**src/sdl_cfg.svh**
```systemverilog
`ifndef SDL_CFG_SVH
`define SDL_CFG_SVH

// ----------------------------------------------------------------------------
// Word and buffer geometry
// ----------------------------------------------------------------------------
`define SDL_WORD_BITS 12
`define SDL_BUF_DEPTH 2

// ----------------------------------------------------------------------------
// Reset values
// ----------------------------------------------------------------------------
`define SDL_CODE_RESET 12'h000
`define SDL_SHIFT_RESET 12'h000
`define SDL_STROBE_IDLE 1'h1
`define SDL_PIN_LOW 1'h0

`endif

```
**src/sdl_load_interface.sv**
```systemverilog
`timescale 1ns/100ps
`include "sdl_cfg.svh"

// Overview of operation
// - Serial data is sampled into the shift register on each serial clock rise while the strobe is low.
// - Words arrive most significant bit first and shift upward so the first bit ends at the top.
// - A rising strobe copies the whole shift register into the converter holding register.
// - While the strobe is high the serial clock is gated off, so nothing shifts and the output holds.
// - The shift register is twelve bits long and its shifted-out end drives the serial output pin.
// - Devices cascade by chaining serial output to serial input while sharing clock and strobe.
// - Any code from zero to full scale is accepted and drives the output in proportion, zero at bottom.
// - The serial output changes after each serial clock rise with the newly shifted-out bit.
module sdl_load_interface #(
    parameter int unsigned WORD_BITS = `SDL_WORD_BITS,
    parameter int unsigned BUF_DEPTH = `SDL_BUF_DEPTH
) (
    // Clock and reset
    input wire logic i_clock,
    input wire logic i_reset,
    // Serial port pins
    input wire logic i_serial_clock,
    input wire logic i_serial_data,
    input wire logic i_select_load_strobe,
    output logic o_serial_data,
    // Converter holding register
    output logic [WORD_BITS-1:0] o_dac_code,
    // Loaded word stream
    output logic o_word_valid,
    output logic [WORD_BITS-1:0] o_word_data,
    input wire logic i_word_ready,
    output logic o_buffer_ready
);

    localparam int unsigned PTR_BITS = (BUF_DEPTH > 1) ? $clog2(BUF_DEPTH) : 1;
    localparam int unsigned CNT_BITS = $clog2(BUF_DEPTH + 1);
    localparam logic [CNT_BITS-1:0] CNT_FULL = CNT_BITS'(BUF_DEPTH);
    localparam logic [CNT_BITS-1:0] CNT_ONE = CNT_BITS'(1);

    function automatic logic [PTR_BITS-1:0] ptr_inc(input logic [PTR_BITS-1:0] ptr);
        logic [PTR_BITS-1:0] result;
        result = (ptr == PTR_BITS'(BUF_DEPTH - 1)) ? '0 : ptr + PTR_BITS'(1);
        return result;
    endfunction

    // ------------------------------------------------------------------------
    // Pin synchronisers and edge detection
    // ------------------------------------------------------------------------
    logic sclk_meta, sclk_sync, data_meta, data_sync, strobe_meta, strobe_sync;
    logic gated_prev, strobe_prev;
    logic next_sclk_meta, next_sclk_sync, next_data_meta, next_data_sync;
    logic next_strobe_meta, next_strobe_sync, next_gated_prev, next_strobe_prev;
    logic gated_clock, shift_pulse, load_pulse;

    always_comb begin
        next_sclk_meta = i_serial_clock;
        next_sclk_sync = sclk_meta;
        next_data_meta = i_serial_data;
        next_data_sync = data_meta;
        next_strobe_meta = i_select_load_strobe;
        next_strobe_sync = strobe_meta;
        // Same AND gate as the pin logic, so a high clock at strobe fall
        // still yields the extra shift the sender must avoid
        gated_clock = sclk_sync & ~strobe_sync;
        shift_pulse = gated_clock & ~gated_prev;
        load_pulse = strobe_sync & ~strobe_prev;
        next_gated_prev = gated_clock;
        next_strobe_prev = strobe_sync;
    end

    always_ff @(posedge i_clock) begin
        if (i_reset) begin
            sclk_meta <= `SDL_PIN_LOW;
            sclk_sync <= `SDL_PIN_LOW;
            data_meta <= `SDL_PIN_LOW;
            data_sync <= `SDL_PIN_LOW;
            // Strobe idles high so release from reset loads nothing
            strobe_meta <= `SDL_STROBE_IDLE;
            strobe_sync <= `SDL_STROBE_IDLE;
            strobe_prev <= `SDL_STROBE_IDLE;
            gated_prev <= `SDL_PIN_LOW;
        end else begin
            sclk_meta <= next_sclk_meta;
            sclk_sync <= next_sclk_sync;
            data_meta <= next_data_meta;
            data_sync <= next_data_sync;
            strobe_meta <= next_strobe_meta;
            strobe_sync <= next_strobe_sync;
            strobe_prev <= next_strobe_prev;
            gated_prev <= next_gated_prev;
        end
    end

    // ------------------------------------------------------------------------
    // Shift register, serial output and holding register
    // ------------------------------------------------------------------------
    logic [WORD_BITS-1:0] shift_reg, next_shift_reg, next_dac_code;
    logic next_serial_data;

    always_comb begin
        next_shift_reg = shift_reg;
        if (shift_pulse) begin
            next_shift_reg = {shift_reg[WORD_BITS-2:0], data_sync};
        end
        // Top stage leaves one cycle after the shift
        next_serial_data = shift_reg[WORD_BITS-1];
        // Code passes unaltered: full range, zero maps to bottom
        next_dac_code = load_pulse ? shift_reg : o_dac_code;
    end

    always_ff @(posedge i_clock) begin
        if (i_reset) begin
            shift_reg <= WORD_BITS'(`SDL_SHIFT_RESET);
            o_serial_data <= `SDL_PIN_LOW;
            o_dac_code <= WORD_BITS'(`SDL_CODE_RESET);
        end else begin
            shift_reg <= next_shift_reg;
            o_serial_data <= next_serial_data;
            o_dac_code <= next_dac_code;
        end
    end

    // ------------------------------------------------------------------------
    // Loaded word buffer
    // ------------------------------------------------------------------------
    // A load into a full buffer is dropped; the serial link cannot be
    // stalled, so o_buffer_ready warns the sender to pace its strobes.
    logic [WORD_BITS-1:0] buf_mem [BUF_DEPTH];
    logic [WORD_BITS-1:0] next_buf_mem [BUF_DEPTH];
    logic [PTR_BITS-1:0] wr_ptr, rd_ptr, next_wr_ptr, next_rd_ptr;
    logic [CNT_BITS-1:0] buf_count, next_buf_count;
    logic next_word_valid, next_buffer_ready, push, pop;
    logic [WORD_BITS-1:0] next_word_data;

    always_comb begin
        push = load_pulse && (buf_count != CNT_FULL);
        pop = o_word_valid && i_word_ready;
        next_buf_mem = buf_mem;
        if (push) begin
            next_buf_mem[wr_ptr] = shift_reg;
        end
        next_wr_ptr = push ? ptr_inc(wr_ptr) : wr_ptr;
        next_rd_ptr = pop ? ptr_inc(rd_ptr) : rd_ptr;
        next_buf_count = buf_count;
        if (push && !pop) begin
            next_buf_count = buf_count + CNT_ONE;
        end else if (pop && !push) begin
            next_buf_count = buf_count - CNT_ONE;
        end
        next_word_valid = (next_buf_count != '0);
        next_word_data = next_buf_mem[next_rd_ptr];
        next_buffer_ready = (next_buf_count != CNT_FULL);
    end

    always_ff @(posedge i_clock) begin
        if (i_reset) begin
            for (int i = 0; i < BUF_DEPTH; i++) begin
                buf_mem[i] <= '0;
            end
            wr_ptr <= '0;
            rd_ptr <= '0;
            buf_count <= '0;
            o_word_valid <= 1'h0;
            o_word_data <= '0;
            o_buffer_ready <= 1'h1;
        end else begin
            buf_mem <= next_buf_mem;
            wr_ptr <= next_wr_ptr;
            rd_ptr <= next_rd_ptr;
            buf_count <= next_buf_count;
            o_word_valid <= next_word_valid;
            o_word_data <= next_word_data;
            o_buffer_ready <= next_buffer_ready;
        end
    end
endmodule

```
**config.mk**
```make
export PLATFORM = sky130hd
export DESIGN_NAME = sdl_load_interface
export DESIGN_NICKNAME = d
export VERILOG_FILES = /design/src/sdl_load_interface.sv
export VERILOG_INCLUDE_DIRS = /design/src
export SDC_FILE = /design/constraint.sdc
export NUM_CORES = 1
export LEC_CHECK = 0
export BUFFER_PORTS_ARGS = -buffer_cell sky130_fd_sc_hd__buf_4
export CORE_AREA = 2 2 75 77
export DETAILED_ROUTE_END_ITERATION = 16
export DIE_AREA = 0 0 77 79
export GPL_ROUTABILITY_DRIVEN = 0
export PLACE_DENSITY = 0.72
export SETUP_SLACK_MARGIN = 0.3
export SLEW_MARGIN = 20
export SYNTH_ARGS = -nofsm -noshare
export SYNTH_HDL_FRONTEND = slang
export SYNTH_SLANG_ARGS = --single-unit
```
**constraint.sdc**
```tcl
create_clock -name i_clock -period 1.9 [get_ports i_clock]
set_input_delay 0.095 -clock i_clock [delete_from_list [all_inputs] [get_ports i_clock]]
set_output_delay 0.095 -clock i_clock [all_outputs]
set_load 0.01 [all_outputs]
```
Word level (Yosys, flattened, before mapping). Cells that the tools add are included. Widths: inputs -> output; s select.

Add/sub/neg operators: 4. Multipliers: 0. Div/mod/pow operators: 0. Order comparisons: 3. Equality and inequality tests: 2. Shift-type cells: 0. Muxes and demuxes: 12. Bitwise logic cells: 8. Reductions and logical operators: 8.

Operator list (number): $mux 12 (4); $bwmux 24 (1); $mux 24 (1); $demux 12 s1 (1); $logic_and 1x1->1 (5); $ge 2x2->1 const B (2); $mux 2 (2); $ne 2x2->1 const B (2); $not 1->2 (2); $and 1x1->1 (3); $mux 1 (3); $not 1->1 (3); $add 1x1->1 const B (2); $add 2x1->2 const B (1); $logic_not 1->1 (2); $lt 2x1->1 const B (1); $reduce_bool 2->1 (1); $sub 2x1->2 const B (1).

Register bits: 75. Bits in latches: 0. Memory bits (writable): 0. Bits in read-only memories: 0. Input port bits: 6. Output and inout port bits: 27. Logic and storage cells: 56. Memories kept: 0.

Longest topological paths before layout.
Word-level depth: 10. Gate-level depth with buffers: 8. Gate-level depth less buffers: 6.

Worst setup path before layout. OpenSTA, ideal clock, no wires.

Path type: register -> register. Start point: register buf_count[0]. End point: register o_word_data[10]. Library setup time: 0.134 ns. Data arrival time: 1.684 ns. Data required time: 1.766 ns. Setup slack: 0.083 ns. Stages on the path, launching flop included: 8. Path buffers: 1. Clock period less this slack: 1.817 ns. Path through: dfxtp_1 > inv_1 > ha_1 > or3b_4 > nor2_4 > buf_6 > mux2i_1 > o22ai_1.

Longest elaborated chain between the ends: 6.

Ends and longest elaborated chain: start: declaration (RTL line sdl_load_interface.sv:130) `logic [CNT_BITS-1:0] buf_count, next_buf_count;`; start signal: assignment (RTL line sdl_load_interface.sv:169) `buf_count <= next_buf_count;`; $ne 2x2->1 (RTL line sdl_load_interface.sv:135) `push = load_pulse && (buf_count != CNT_FULL);`; $logic_and 1x1->1 (RTL line sdl_load_interface.sv:135); $mux 24 (RTL line sdl_load_interface.sv:138) `if (push) begin`; $mux 12 (not written as such) (3 in a row) (RTL line sdl_load_interface.sv:150) `next_word_data = next_buf_mem[next_rd_ptr];`; end signal: assignment (RTL line sdl_load_interface.sv:171) `o_word_data <= next_word_data;`; end: declaration (RTL line sdl_load_interface.sv:29) `output logic [WORD_BITS-1:0] o_word_data,`.

Every way passes these cells. The select of a mux whose other input is x is not followed. A chain may end at the register's enable or synchronous reset.

Worst setup path after layout.
Start point: register buf_count[0]. End point: register o_word_data[6].

Same word-level chain as after synthesis.

==> Flow_metrics.wiki <==
{| class="wikitable"
! Metric !! Value
|-
| Status || complete, no violations
|-
| Most flop-heavy register || buf_mem
|-
| Number of maximum-capacitance constraint violations || 0
|-
| Commonest cells in the synthesized netlist || sky130_fd_sc_hd__dfxtp_1 (75), sky130_fd_sc_hd__nor2_1 (39), sky130_fd_sc_hd__mux2i_1 (36)
|-
| Most frequently used flop master after synthesis || sky130_fd_sc_hd__dfxtp_1
|-
| Final core area utilization || 66.2%
|-
| R2R Path Start || buf_count[0]
|-
| Starting density of the core || 48.5%
|-
| Accumulated negative setup slack || 0 ns
|-
| Highest fanout seen on the critical path || 12
|-
| Final critical-path setup slack || 0.152 ns
|-
| Final Net Count || between 300 and 400
|-
| TritonCTS buffer count || 9
|-
| List of cells traversed by the critical path || inv_2 -> ha_4 -> or3b_4 -> nor2_4 -> buf_12 -> mux2i_1 -> o22ai_1
|-
| Buffer type at the clock tree root || sky130_fd_sc_hd__clkbuf_8
|-
| Non-filler instance count after layout || 377
|-
| Placeable Area || between 0.005 and 0.006 mm2
|-
| Clock Pin Slew Worst Setup and Hold Paths || 0.08 ns
|-
| Pre-CTS setup slack || 0.153 ns
|-
| Final Instance Area || roughly 0.0035 mm2
|-
| Filler cell count in the final layout || around 420
|-
| Core Rows || 27
|-
| Iteration count of the initial detailed-routing pass || 4
|-
| Storage cell area || around 0.0015 mm2
|-
| Number of nets in the synthesized netlist || 259
|-
| Fraction of post-synthesis cell area in the top cell type by area || about 58%
|-
| Detail Placement HPWL || 2970 um
|-
| Vias per std cell || between 4 and 5
|-
| Wire length of the first global-routing pass || roughly 8200 um
|-
| Synth top area cells || sky130_fd_sc_hd__dfxtp_1 (58%), sky130_fd_sc_hd__mux2i_1 (14%), sky130_fd_sc_hd__nor2_1 (5.7%), sky130_fd_sc_hd__nand2_1 (3.8%), sky130_fd_sc_hd__o22ai_1 (2.9%)
|-
| Cell type with the highest aggregate area in the netlist || sky130_fd_sc_hd__dfxtp_1
|-
| Die boundary height || between 70 and 80 um
|-
| Max Clock Skew || between 0.007 and 0.008 ns
|-
| Critical setup path kind || register to register
|-
| Worst setup path startpoint || buf_count[0]
|-
| Delay of the slowest cell on the worst path || 0.40 ns
|-
| Number of placed instances, taps included || ~350
|-
| Static leakage || between 1 and 1.5 nW
|-
| Number of buffers inserted by port buffering || 32
|-
| Number of hold violations in the final report || 0
|-
| Most used standard cell by instance count after synthesis || sky130_fd_sc_hd__dfxtp_1
|-
| Routed Wire Length || between 5000 and 6000 um
|-
| # DRC || 0
|-
| FF+latch count, synth || 75
|-
| Iter 0 DRT Violations || 74
|-
| DP Area || 0.00292 mm2
|-
| Critical path buffers and inverters || 2
|-
| Hold/Removal Path Class || input port to register
|-
| Final setup viols || 0
|-
| Hold path startpoint || i_word_ready
|-
| Async SR Flop Fraction || 0%
|-
| Actual transition at the worst max-transition pin || 0.552 ns
|-
| Multi-input gate area || between 0.001 and 0.0015 mm2
|-
| Number of pins with negative max-slew slack in the final report || 0
|-
| Area growth from synthesis to layout || 36.4%
|-
| Worst Setup Start Kind || register
|-
| Gate Count Post-Synth || roughly 250
|-
| Maximum resistive drop on vdd || 0.604 mV
|-
| Number of levels in the clock H-tree || 3
|-
| Req. time, crit path || 2.12 ns
|-
| Share of the cycle needed by the critical path after routing || 92.0%
|-
| CTS sink count || 75
|-
| Skew-Pair Late Insertion Delay || ~0.35 ns
|-
| Tot Pwr || about 3.3 mW
|-
| EDFF count, synth || 0
|-
| Final ANT Viol Nets || 0
|-
| Synth Cell Area || about 0.0026 mm2
|-
| Die X || ~77 um
|-
| Crit path time final || between 1.5 and 2 ns
|-
| Tightest slew margin relative to the limit || a little over three fifths
|-
| Ports || 33
|-
| Vias after detailed routing || 1867
|-
| Data arrival time of the critical path || about 2 ns
|-
| Ratio of cells with drive above 1 in the final layout || a little under a third
|-
| Hold_ws || approximately 0.13 ns
|-
| Warning count from the yosys run || 0
|-
| Critical path endpoint category || register
|-
| RSZ-0062 raised after global routing || yes
|-
| Maximum number of pins on one net before global-route repair || 55
|-
| Global-route usage over all layers || 17.5%
|-
| Final global-route overflow total || 0
|-
| Ant diodes || 0
|-
| Syn Area/Cell || around 10 um2
|-
| CP delay by family, top || simple AND/OR/NAND/NOR gates
|-
| Pwr dens || around 900 mW/mm2
|-
| Flip-flop count of the largest register, all copies and words added || 24
|-
| Average wire length per cell after detail routing || about 14 um
|-
| Number of antenna violations at the first check in global routing || 0
|-
| Maximum number of buffers from clock root to sink || 2
|-
| Flop-to-flop setup slack || 0.15 ns
|-
| Total die area || just over 0.006 mm2
|-
| Library cells used by synthesis || 33
|-
| Vias in the first global route || ~1700
|-
| Critical path's slowest cell || sky130_fd_sc_hd__or3b_4
|-
| Fraction of the yosys area taken by sequential cells || 58.0%
|-
| Maximum achievable frequency || 572 MHz
|-
| CTS tree || done
|}
==> logic make-up (layout without fill, tap and decap cells) <==
kind of cell               after synthesis  count (layout)  share of synthesized area [%]
and+or+nand+nor                         89              89                           15.9
DFF                                     75              75                           58.0
muxes                                   37              37                           14.4
AOI/OAI and AO/OA                       29              29                           6.52
buffers and inverters                   18              71                           3.72
xor gates and xnor gates                 3               3                           1.02
adders and majority gates                1               1                          0.483
==> worst reg2reg max path, delay by kind of cell, from the launching register on <==
kind | cells | cell delay [ns]
flops | 1 | 0.34
compound gates | 1 | 0.11
buf+inv | 2 | 0.22
simple gates | 2 | 0.53
mux | 1 | 0.26
fa+ha+maj | 1 | 0.16
==> path summary, 6_finish.rpt <==
kind / cells after the start / endpoint
max: 7 / o_word_data[6]
min: 3 / buf_count[1]
max reg2reg: 7 / o_word_data[6]
min reg2reg: 1 / next_strobe_prev
==> power by group <==
part	leakage (nW)	switching, mW	total (mW)	internal (mW)
Combinational	0.551	0.0924	0.175	0.0823
Clock	0.123	0.575	1.48	0.910
Sequential	0.607	0.0124	1.60	1.59
Total	1.28	0.680	3.26	2.58
==> repair_timing <==
item	4_1_cts	5_1_grt
pin swaps	2	6
resized for setup	10	38
setup buffers	6	2
cloned	1	0
hold buffers	4	0
endpoints found under the setup margin	37	40
endpoints found under the hold margin	6	0
==> per-layer routing <==
layer / up-vias / share of wire, % / track usage, % / wire, um
met1: 871 / 47 / 22.4 / 2450
met2: 45 / 46 / 27.3 / 2390
met4: 0 / 2.5 / 10.2 / 131
li1: 941 / - / - / -
met3: 10 / 4.2 / 4.09 / 219
met5: - / 0 / 0 / 0
==> area by class of cell <==
cell class	instances	area share, %
multi-input cells	159	34.8
inverters	3	0.319
clock buffers	10	3.90
repair buffers	52	12.7
well taps	72	2.55
clock inverters	6	3.15
flip-flops and latches	75	42.6
==> placed cells by master (no fill, tap or decap), types with 2 or more instances in the layout <==
cell	netlist	final
sky130_fd_sc_hd__dlygate4sd3_1	0	4
sky130_fd_sc_hd__dfxtp_2	0	2
sky130_fd_sc_hd__mux2i_4	0	13
sky130_fd_sc_hd__nand2_1	26	25
sky130_fd_sc_hd__nor2_1	39	38
sky130_fd_sc_hd__clkbuf_8	0	10
sky130_fd_sc_hd__dfxtp_1	75	73
sky130_fd_sc_hd__a21oi_1	13	13
sky130_fd_sc_hd__buf_6	1	3
sky130_fd_sc_hd__buf_4	1	42
sky130_fd_sc_hd__mux2i_1	36	21
sky130_fd_sc_hd__or2_2	4	4
sky130_fd_sc_hd__nand3_1	3	3
sky130_fd_sc_hd__buf_12	1	3
sky130_fd_sc_hd__bufinv_16	0	3
sky130_fd_sc_hd__o22ai_1	12	12
sky130_fd_sc_hd__nor3_1	3	2
sky130_fd_sc_hd__mux2i_2	0	2
sky130_fd_sc_hd__inv_1	3	2
sky130_fd_sc_hd__nor2b_1	6	6
Note: power is estimated with default switching activity, not from simulation.
